$ cat src/rtl/earth_fault_params.svh
// offsets, field positions, reset values and timing counts of the
// indicator and display block; assumes a 40 MHz module clock.
`ifndef EARTH_FAULT_PARAMS_SVH
`define EARTH_FAULT_PARAMS_SVH
`define ADDR_PRINCIPLE 8'h00
`define ADDR_COMMAND 8'h04
`define ADDR_STATUS 8'h08
`define ADDR_DISPLAY 8'h0c
`define BANK_MAIN 2'h1
`define BANK_SECOND 2'h2
`define CMD_SUB_RESET 4'h1
`define CMD_SUB_BANK 4'h4
`define PRINCIPLE_RESET 8'h00
`define START_MIN 14'h0005
`define START_MAX 14'h0032
`define START_DEF 14'h0005
`define DELAY_MIN 14'h0003
`define DELAY_MAX 14'h2710
`define DELAY_DEF 14'h0003
`define DELAY_COARSE 14'h03e8
`define DELAY_STEP 14'h000a
`define CT_MIN 14'h0028
`define CT_MAX 14'h0096
`define CT_DEF 14'h0064
`define RATIO_MIN 14'h0000
`define RATIO_MAX 14'h0014
`define RATIO_DEF 14'h000a
`define HARM_MIN 14'h000a
`define HARM_MAX 14'h0032
`define HARM_DEF 14'h001e
`define CODE_BLANK 4'hf
`define CODE_FAULT_RED 4'h1
`define CLK_PERIOD_NS 25
`define FLASH_HALF_MS 500
`endif

$ cat src/rtl/earth_fault_pkg.sv
// types shared by the indicator and display block
// assumes the constants header is included by each user
package earth_fault_pkg;
  typedef enum logic [1:0] {DISP_EVENTS, DISP_SETTING, DISP_SWITCH_EDIT,
    DISP_CHECKSUM} disp_mode_t;
  typedef logic [13:0] setting_t;
  typedef setting_t [11:0] setting_bank_t;
  typedef struct packed {
    logic hv_start;
    logic hv_operate;
    logic lv_start;
    logic lv_operate;
    logic hv_block;
    logic lv_block;
    logic cbfp_operate;
    logic [4:0] ext_active;
    logic [4:0] ext_operate;
    logic [4:0] ext_latching;
  } stage_events_t;
  typedef struct packed {
    logic [3:0] red;
    logic [11:0] green;
  } display_t;
  typedef struct packed {
    logic [7:0] principle;
    setting_bank_t [1:0] bank;
    logic second_active;
    setting_bank_t active;
    logic [6:0] latch_flags;
    logic [4:0] ext_op;
    logic trip_lamp;
    logic fault;
    logic [3:0] fault_code;
    logic [21:0] prev_pending;
    logic [5:0][4:0] last_evt;
    disp_mode_t disp_mode;
    logic [3:0] disp_index;
    logic [31:0] flash_cnt;
    logic flash_on;
    display_t display;
    logic [5:0] lamps;
    logic [31:0] rdata;
  } state_t;
endpackage : earth_fault_pkg

$ cat src/rtl/indicator_priority_display.sv
// indicator latching, fault code, display arbitration and setting banks
// assumes synchronous inputs, one clock and a strobe register port
//
// Local design decisions: the register addresses and the strobed register port.
`timescale 1ns/100ps
`include "earth_fault_params.svh"
module indicator_priority_display #(
  parameter int FLASH_CYCLES = (`FLASH_HALF_MS * 1000000) / `CLK_PERIOD_NS
) (
  input wire logic core_clk_in,
  input wire logic rstn_in,
  input wire logic ce_in,
  input wire logic [7:0] addr_in,
  input wire logic [31:0] wdata_in,
  input wire logic wr_in,
  input wire logic rd_in,
  output logic [31:0] rdata_out,
  input wire earth_fault_pkg::stage_events_t events_in,
  input wire logic trip_link_in,
  input wire logic button_reset_in,
  input wire logic ext_reset_in,
  input wire logic output_latch_held_in,
  input wire logic fault_detect_in,
  input wire logic [3:0] fault_type_in,
  output logic [7:0] principle_select_out,
  output earth_fault_pkg::setting_bank_t active_settings_out,
  output logic second_bank_active_out,
  output logic trip_lamp_out,
  output logic internal_fault_lamp_out,
  output logic supervision_relay_out,
  output earth_fault_pkg::display_t display_out,
  output logic [5:0] setting_lamps_out
);

  // ****************************************************************
  // functions
  // ****************************************************************

  // priority level index of an event, 0 is breaker failure
  function automatic logic [2:0] evt_level(input logic [4:0] i);
    if (i == 5'h00)
      evt_level = 3'h0;
    else if (i < 5'h08)
      evt_level = 3'h1;
    else if (i < 5'h0a)
      evt_level = 3'h2;
    else if (i < 5'h0f)
      evt_level = 3'h3;
    else if (i < 5'h14)
      evt_level = 3'h4;
    else
      evt_level = 3'h5;
  endfunction : evt_level

  // code of one external control signal
  function automatic logic [3:0] ext_code(input logic [2:0] k);
    case (k)
      3'h0: ext_code = 4'h7;
      3'h1: ext_code = 4'h8;
      3'h2: ext_code = 4'h9;
      3'h3: ext_code = 4'h0;
      default: ext_code = 4'hb;
    endcase
  endfunction : ext_code

  // red operation code of an event
  // operation code table
  function automatic logic [3:0] evt_code(input logic [4:0] i);
    case (i)
      5'h00: evt_code = 4'ha;
      5'h01: evt_code = 4'h2;
      5'h02: evt_code = 4'h5;
      5'h08: evt_code = 4'h1;
      5'h09: evt_code = 4'h4;
      5'h14: evt_code = 4'h3;
      5'h15: evt_code = 4'h6;
      default:
      begin
        if (i < 5'h08)
          evt_code = ext_code(3'(i - 5'h03));
        else if (i < 5'h0f)
          evt_code = ext_code(3'(i - 5'h0a));
        else
          evt_code = ext_code(3'(i - 5'h0f));
      end
    endcase
  endfunction : evt_code

  // range and default per setting index, pairs are hv then lv
  function automatic logic [13:0] set_min(input logic [3:0] idx);
    case (idx[3:1])
      3'h0: set_min = `START_MIN;
      3'h1: set_min = `DELAY_MIN;
      3'h3: set_min = `RATIO_MIN;
      3'h4: set_min = `HARM_MIN;
      default: set_min = `CT_MIN;
    endcase
  endfunction : set_min

  function automatic logic [13:0] set_max(input logic [3:0] idx);
    case (idx[3:1])
      3'h0: set_max = `START_MAX;
      3'h1: set_max = `DELAY_MAX;
      3'h3: set_max = `RATIO_MAX;
      3'h4: set_max = `HARM_MAX;
      default: set_max = `CT_MAX;
    endcase
  endfunction : set_max

  function automatic logic [13:0] set_default(input logic [3:0] idx);
    case (idx[3:1])
      3'h0: set_default = `START_DEF;
      3'h1: set_default = `DELAY_DEF;
      3'h3: set_default = `RATIO_DEF;
      3'h4: set_default = `HARM_DEF;
      default: set_default = `CT_DEF;
    endcase
  endfunction : set_default

  // clamp into range; delays from 10 s take 0.1 s steps only
  // coarse delay steps
  function automatic logic [13:0] clamp_setting(input logic [3:0] idx,
    input logic [13:0] v);
    logic [13:0] c;
    c = v;
    if (c < set_min(idx))
      c = set_min(idx);
    if (c > set_max(idx))
      c = set_max(idx);
    if (idx[3:1] == 3'h1 && c >= `DELAY_COARSE)
      c = c - (c % `DELAY_STEP);
    clamp_setting = c;
  endfunction : clamp_setting

  // three decimal digits; large values drop low digits to fit
  function automatic logic [11:0] to_bcd3(input logic [13:0] v);
    logic [13:0] d;
    d = v;
    if (d >= 14'h2710)
      d = d / 14'h0064;
    else if (d >= 14'h03e8)
      d = d / 14'h000a;
    to_bcd3 = {4'(d / 14'h0064), 4'((d / 14'h000a) % 14'h000a),
      4'(d % 14'h000a)};
  endfunction : to_bcd3

  // ****************************************************************
  // state
  // ****************************************************************

  earth_fault_pkg::state_t state;
  earth_fault_pkg::state_t next_state;
  logic [21:0] pending;
  logic any_reset;
  logic bus_reset;
  logic [2:0] best_lvl;
  logic [4:0] chosen;
  logic found;
  logic [3:0] sidx;
  logic [13:0] sval;

  // ****************************************************************
  // next state
  // ****************************************************************

  always_comb
  begin
    next_state = state;
    bus_reset = 1'b0;
    pending = '0;
    best_lvl = 3'h7;
    chosen = 5'h00;
    found = 1'b0;
    sidx = addr_in[5:2];
    sval = 14'h0000;
    // bus writes; second bank ranges match the main bank
    if (wr_in)
    begin
      case (addr_in)
        `ADDR_PRINCIPLE:
          next_state.principle = wdata_in[7:0];
        `ADDR_COMMAND:
        begin
          if (wdata_in[7:4] == `CMD_SUB_RESET)
            bus_reset = wdata_in[0];
          if (wdata_in[7:4] == `CMD_SUB_BANK)
            next_state.second_active = wdata_in[0];
        end
        `ADDR_DISPLAY:
        begin
          next_state.disp_mode = earth_fault_pkg::disp_mode_t'(wdata_in[1:0]);
          next_state.disp_index = wdata_in[7:4];
        end
        default:
        begin
          if (sidx < 4'hc && addr_in[1:0] == 2'h0)
          begin
            if (addr_in[7:6] == `BANK_MAIN)
              next_state.bank[0][sidx] = clamp_setting(sidx, wdata_in[13:0]);
            if (addr_in[7:6] == `BANK_SECOND)
              next_state.bank[1][sidx] = clamp_setting(sidx, wdata_in[13:0]);
          end
        end
      endcase
    end
    // read data stand one cycle only, unmapped reads give zero
    next_state.rdata = 32'h0000_0000;
    if (rd_in)
    begin
      case (addr_in)
        `ADDR_PRINCIPLE: next_state.rdata = {24'h00_0000, state.principle};
        `ADDR_STATUS: next_state.rdata = {13'h0000, state.fault_code,
          state.fault, state.second_active, state.trip_lamp, state.ext_op,
          state.latch_flags};
        `ADDR_DISPLAY: next_state.rdata = {24'h00_0000, state.disp_index,
          2'h0, state.disp_mode};
        default:
        begin
          if (sidx < 4'hc && addr_in[1:0] == 2'h0)
          begin
            if (addr_in[7:6] == `BANK_MAIN)
              next_state.rdata = {18'h0_0000, state.bank[0][sidx]};
            if (addr_in[7:6] == `BANK_SECOND)
              next_state.rdata = {18'h0_0000, state.bank[1][sidx]};
          end
        end
      endcase
    end
    // a held output latch blocks the reset
    any_reset = (button_reset_in | ext_reset_in | bus_reset) &
      ~output_latch_held_in;
    // set wins over reset; flags: cbfp, hv op, lv op, hv st, lv st
    // latch until reset
    next_state.latch_flags[0] = events_in.cbfp_operate |
      (state.latch_flags[0] & ~any_reset);
    next_state.latch_flags[1] = events_in.hv_operate |
      (state.latch_flags[1] & ~any_reset);
    next_state.latch_flags[2] = events_in.lv_operate |
      (state.latch_flags[2] & ~any_reset);
    next_state.latch_flags[3] = events_in.hv_start |
      (state.latch_flags[3] & ~any_reset);
    next_state.latch_flags[4] = events_in.lv_start |
      (state.latch_flags[4] & ~any_reset);
    next_state.latch_flags[6:5] = 2'h0;
    next_state.ext_op = events_in.ext_operate | (state.ext_op & ~{5{any_reset}});
    next_state.trip_lamp = ((events_in.hv_operate | events_in.lv_operate |
      (|events_in.ext_operate)) & trip_link_in) |
      (state.trip_lamp & ~any_reset);
    // permanent fault latches once; only power-up reset clears it
    // fault code capture
    if (fault_detect_in && !state.fault)
    begin
      next_state.fault = 1'b1;
      next_state.fault_code = fault_type_in;
    end
    // pending events in index order; blocking and activation are live
    pending[0] = state.latch_flags[0];
    pending[1] = state.latch_flags[1];
    pending[2] = state.latch_flags[2];
    pending[7:3] = state.ext_op;
    pending[8] = state.latch_flags[3];
    pending[9] = state.latch_flags[4];
    pending[14:10] = events_in.ext_active & events_in.ext_latching;
    pending[19:15] = events_in.ext_active & ~events_in.ext_latching;
    pending[20] = events_in.hv_block;
    pending[21] = events_in.lv_block;
    // newest rising event per level; descending so low index wins ties
    // most recent event
    for (int i = 21; i >= 0; i--)
    begin
      if (pending[i] && !state.prev_pending[i])
        next_state.last_evt[evt_level(5'(i))] = 5'(i);
    end
    next_state.prev_pending = pending;
    for (int i = 0; i < 22; i++)
    begin
      if (pending[i] && evt_level(5'(i)) < best_lvl)
        best_lvl = evt_level(5'(i));
    end
    if (best_lvl != 3'h7)
    begin
      if (pending[state.last_evt[best_lvl]] &&
          evt_level(state.last_evt[best_lvl]) == best_lvl)
      begin
        chosen = state.last_evt[best_lvl];
        found = 1'b1;
      end
      for (int i = 21; i >= 0; i--)
      begin
        if (!found && pending[i] && evt_level(5'(i)) == best_lvl)
          chosen = 5'(i);
      end
    end
    // flash timebase runs always so the lamps keep a steady rhythm
    if (state.flash_cnt >= 32'(FLASH_CYCLES - 1))
    begin
      next_state.flash_cnt = 32'h0000_0000;
      next_state.flash_on = ~state.flash_on;
    end
    else
      next_state.flash_cnt = state.flash_cnt + 32'h0000_0001;
    // display and lamps
    next_state.lamps = 6'h00;
    next_state.display.red = `CODE_BLANK;
    next_state.display.green = {3{`CODE_BLANK}};
    case (state.disp_mode)
      earth_fault_pkg::DISP_SETTING:
      begin
        if (state.disp_index < 4'hc)
        begin
          sval = state.bank[state.second_active][state.disp_index];
          next_state.display.green = to_bcd3(sval);
          // red digit picks hv or lv
          next_state.display.red = {3'h0, state.disp_index[0]} + 4'h1;
          if (!state.second_active || state.flash_on)
            next_state.lamps = 6'h01 << state.disp_index[3:1];
        end
      end
      earth_fault_pkg::DISP_SWITCH_EDIT:
      begin
        if (state.disp_index >= 4'h1 && state.disp_index <= 4'h8)
          next_state.display.green = {`CODE_BLANK, state.disp_index,
            3'h0, state.principle[3'(state.disp_index - 4'h1)]};
      end
      earth_fault_pkg::DISP_CHECKSUM:
        next_state.display.green = to_bcd3({6'h00, state.principle});
      default:
      begin
        if (best_lvl != 3'h7)
          next_state.display.red = evt_code(chosen);
      end
    endcase
    // fault code overrides every other display content
    // fault code on top
    if (state.fault)
    begin
      next_state.display.red = `CODE_FAULT_RED;
      next_state.display.green = {`CODE_BLANK, `CODE_BLANK, state.fault_code};
    end
    // registered copy keeps stage settings glitch-free on bank switch
    next_state.active = state.bank[state.second_active];
  end

  // ****************************************************************
  // registers
  // ****************************************************************

  // reset loads defaults; clock enable freezes everything
  always_ff @(posedge core_clk_in or negedge rstn_in)
  begin
    if (!rstn_in)
    begin
      state <= '0;
      state.principle <= `PRINCIPLE_RESET;
      state.display <= {`CODE_BLANK, {3{`CODE_BLANK}}};
      for (int i = 0; i < 12; i++)
      begin
        state.bank[0][i] <= set_default(4'(i));
        state.bank[1][i] <= set_default(4'(i));
        state.active[i] <= set_default(4'(i));
      end
    end
    else if (ce_in)
      state <= next_state;
  end

  // ****************************************************************
  // outputs
  // ****************************************************************

  // indicator state is only exported, never fed to stage logic
  // indicators isolated
  assign principle_select_out = state.principle;
  assign active_settings_out = state.active;
  assign second_bank_active_out = state.second_active;
  assign trip_lamp_out = state.trip_lamp;
  assign internal_fault_lamp_out = state.fault;
  assign supervision_relay_out = state.fault;
  assign display_out = state.display;
  assign setting_lamps_out = state.lamps;
  assign rdata_out = state.rdata;

endmodule : indicator_priority_display

$ cat config.mk
export PLATFORM = sky130hd
export DESIGN_NAME = indicator_priority_display
export DESIGN_NICKNAME = d
export VERILOG_FILES = /design/src/rtl/earth_fault_pkg.sv /design/src/rtl/indicator_priority_display.sv
export VERILOG_INCLUDE_DIRS = /design/src /design/src/rtl
export SDC_FILE = /design/constraint.sdc
export NUM_CORES = 2
export LEC_CHECK = 0
export ABC_AREA = 1
export BUFFER_PORTS_ARGS = -buffer_cell sky130_fd_sc_hd__buf_2
export CORE_MARGIN = 2
export CORE_UTILIZATION = 50
export CTS_CLUSTER_DIAMETER = 100
export DETAILED_ROUTE_END_ITERATION = 8
export PLACE_DENSITY = 0.71
export SLEW_MARGIN = 10
export SYNTH_ARGS = -nofsm -noshare
export SYNTH_HDL_FRONTEND = slang
export SYNTH_SLANG_ARGS = --single-unit
$ cat constraint.sdc
create_clock -name core_clk_in -period 8.04 [get_ports core_clk_in]
set_clock_uncertainty 0.05 [all_clocks]
set_input_delay 0.402 -clock core_clk_in [delete_from_list [all_inputs] [get_ports core_clk_in]]
set_output_delay 0.402 -clock core_clk_in [all_outputs]
set_load 0.02 [all_outputs]
==> impl_results.md <==
* Setup ws final at -0.6684 ns
* Worst Setup End Kind: register
* Tmin final at 8.708 ns
* Top cell type by total area after synthesis: dfrtp_1
* Number of setup violations in the final report at 168
* Final core utilization at 57.38%
* Max Cap Viol at 0
* # IOs at 310
* Yosys warns at 0
* Fin nets at 5603
* Slew margin rel. at around 16%
* P per Cell Area at 372.2 nW/um2
* Vias in the first global route at approximately 36000
* Setup CP Type: in2reg
* Final TNS setup at -80.41 ns
* Ys flop type: dfrtp_1
* Worst path slowest cell: ha_1
* Unrepaired setup endpoints after global routing: true
* Top post-synthesis cells by area: dfrtp_1 33%, nand2_1 13%, o21ai_0 9.2%, dfstp_2 7.3%, buf_4 4.6%
* WHS at 0.02127 ns
* Post-placement setup slack at -1.331 ns
* H-tree Lvls at 3
* FMAX at 114.8 MHz
* Worst-path clk slew at 0.06 ns
* Post-synthesis sequential area ratio at 40.65%
* Clock root buffer: clkbuf_16
* ANT nets after route at 0
* Fillers at a little over 7000
* Cell count after synthesis at 5327
* Pleak at 0.02113 uW
* Routed WL at roughly 150 mm
* Initial Util at between 50% and 60%
* WP data required at around 8.5 ns
* Critical path peak fanout at 24
* Synth-to-layout area growth at 13.36%
* Number of synthesized register bits at about 650
* EDFF count, synth at 0
* Slew @ Worst Pin at 1.261 ns
* Core area at about 79000 um2
* Max-slew violations at 0
* First-pass GRT wire length at 220.6 mm
* Mapped Area at 40050 um2
* Area of the multi-input gates at 19450 um2
* Yosys top cell area share at 33.30%
* Vias at 39140
* Share of cells above drive strength 1 at 21.43%
* Synth async-reset ratio at 100.0%
* Hold Vio Cnt, Final at 0
* Drt drc at 0
* Final Instance Area at 45400 um2
* Total GRT Usage at between 30% and 40%
* CTS tree: done
* GPL Wtd Cong at around 1
* Initial DRC count at 5320
* Clk Latency, worst-skew pair at 0.64 ns
* Failing checks: negative setup slack
* FF/Latch Area at approximately 16000 um2
* Via density at between 5 and 6
* DR WL/cell at between 20 and 25 um
* I/O Buffers at 278
* Total gr overflow at 0
* Initial antenna violation count at 8
* Worst path buffer plus inverter count at 20
* Cell Rows at 103
* Family with the most delay on the worst path: simple AND/OR/NAND/NOR gates
* Hold WC Path Type: in2reg
* Num CTS Buffers at 73
* Chip height at 287.0 um
* First-pass detailed-route iteration total at 9
* Synth cell types at 86
* CP peak stage delay at 0.33 ns
* CTS sink count at about 650
* Die ar. at 82380 um2
* Die width at 287.0 um
* Critical path arrival at between 9 and 10 ns
* Status: complete, but fails checks
* Final HPWL DP at roughly 110 mm
* Largest net degree at the start of global routing at 230
* Worst VDD drop at 0.0008640 V
* Clk buf depth at 3
* Startpoint Class: input pin
* Mean Syn Cell Area at 7.519 um2
* Post-Place Cell Area at ~42000 um2
* Final period utilization at 108.3%
-- placed cells by master, fill, tap and decap left out, types with 28 or more instances in the layout --
cell type / instances
a21oi_1: 134
a22oi_1: 61
a31oi_1: 41
buf_2: 274
buf_4: 231
clkbuf_16: 74
dfrtp_1: 531
dfstp_2: 112
ha_1: 39
inv_1: 422
inv_2: 66
mux2i_1: 49
nand2_1: 1301
nand2_2: 130
nand2_4: 38
nand3_1: 221
nand3_2: 52
nand4_1: 50
nor2_1: 266
nor3_1: 67
o21ai_0: 689
o21ai_1: 89
o22ai_1: 105
xor2_1: 28
-- per-layer routing --
metal / global-route usage [%] / vias up / share of wire (%)
met1: 44.57 / 18440 / 38
li1: - / 17810 / -
met2: 52.86 / 2395 / 43
met5: 0 / - / 0.034
met4: 18.92 / 8 / 6.1
met3: 11.32 / 485 / 13
-- per-stage QoR --
step | instances | total power [uW]
final | 6593 | 16900
after global routing | 6590 | 18160
after CTS | 6580 | 16520
after detailed placement | 6404 | 12730
after global placement | 6404 | 12560
after floorplan | 5343 | 10440
-- area by class of cell --
class                      count  share of cell area (%)
clock inverter                20                  0.6228
timing repair inverter         1                 0.01653
inverter                     524                   4.415
tap                         1050                   2.894
clock buffer                 111                   4.693
multi-input combinational   3684                   42.84
sequential                   645                   35.87
antenna                        4                 0.02205
timing repair buffer         554                   8.628
-- state kept, by name (all words and copies together), names as in the netlist, 6 cells and up --
name and cells:
principle_select_out 8, rdata_out 19, active_settings_out 168, state 415, setting_lamps_out 6, display_out 16, next_state 10
-- cell usage after synthesis, types with 6 or more instances --
library cell,count
nand2_1,1350
o21ai_0,737
dfrtp_1,533
inv_1,438
nor2_1,275
buf_4,248
nand3_1,243
clkbuf_1,151
a21oi_1,142
dfstp_2,112
nand2_2,108
o22ai_1,105
nor3_1,70
a22oi_1,61
inv_2,55
o21ai_1,53
nand4_1,50
mux2i_1,49
ha_1,44
a31oi_1,42
nand3_2,37
xor2_1,28
buf_2,26
clkinv_1,25
o211ai_1,24
buf_1,23
buf_6,23
o31ai_1,19
o2111ai_1,17
o21ai_2,16
o221ai_1,16
nor2_2,15
nor4_1,14
a221oi_1,13
or2_2,13
nand2_4,12
xnor2_1,11
a211oi_1,9
nor3_2,8
clkbuf_8,7
nand3b_1,6
-- tightest hold or removal path: cells and delay by family --
family / cells / cell delay [ns]
buffers and inverters: 2 / 0.18
AO/OA/AOI/OAI: 1 / 0.09
-- timing repair --
item | in CTS | in global routing
buffers inserted | 26 | 9
endpoints found under the setup margin | 144 | 273
pin swaps | 63 | 64
hold buffers | 14 | 0
gates cloned | 5 | 1
gates resized for setup | 104 | 79
endpoints found under the hold margin | 82 | 0
-- cell families after synthesis --
group | count (synthesis) | synth area share [%]
buffers and inverters | 1014 | 12.78
other | 2 | 0.01875
DFF | 645 | 40.65
and+or+nand+nor | 2223 | 24.32
AOI/OAI and AO/OA | 1311 | 18.77
muxes | 49 | 1.225
xor gates and xnor gates | 39 | 0.8528
adders and majority gates | 44 | 1.375
-- final timing paths --
| check | depth (start not counted) | startpoint | endpoint | slack [ns] |
|---|---|---|---|---|
| min | 3 | events_in[5] | next_state[126] | 0.02 |
| max in group asynchronous | 4 | rstn_in | state[74] | 5.62 |
| min reg2reg | 2 | display_out[0] | display_out[0] | 0.41 |
| max reg2reg | 55 | second_bank_active_out | display_out[7] | 0.36 |
| min in group asynchronous | 2 | rstn_in | state[140] | 0.30 |
| max | 85 | addr_in[3] | state[464] | -0.67 |
-- power breakdown --
group	total (uW)	switching (uW)	internal, uW
Combinational	9980	6150	3820
Sequential	3520	119	3400
Clock	3400	1430	1980
Note: power is estimated with default switching activity, not from simulation.
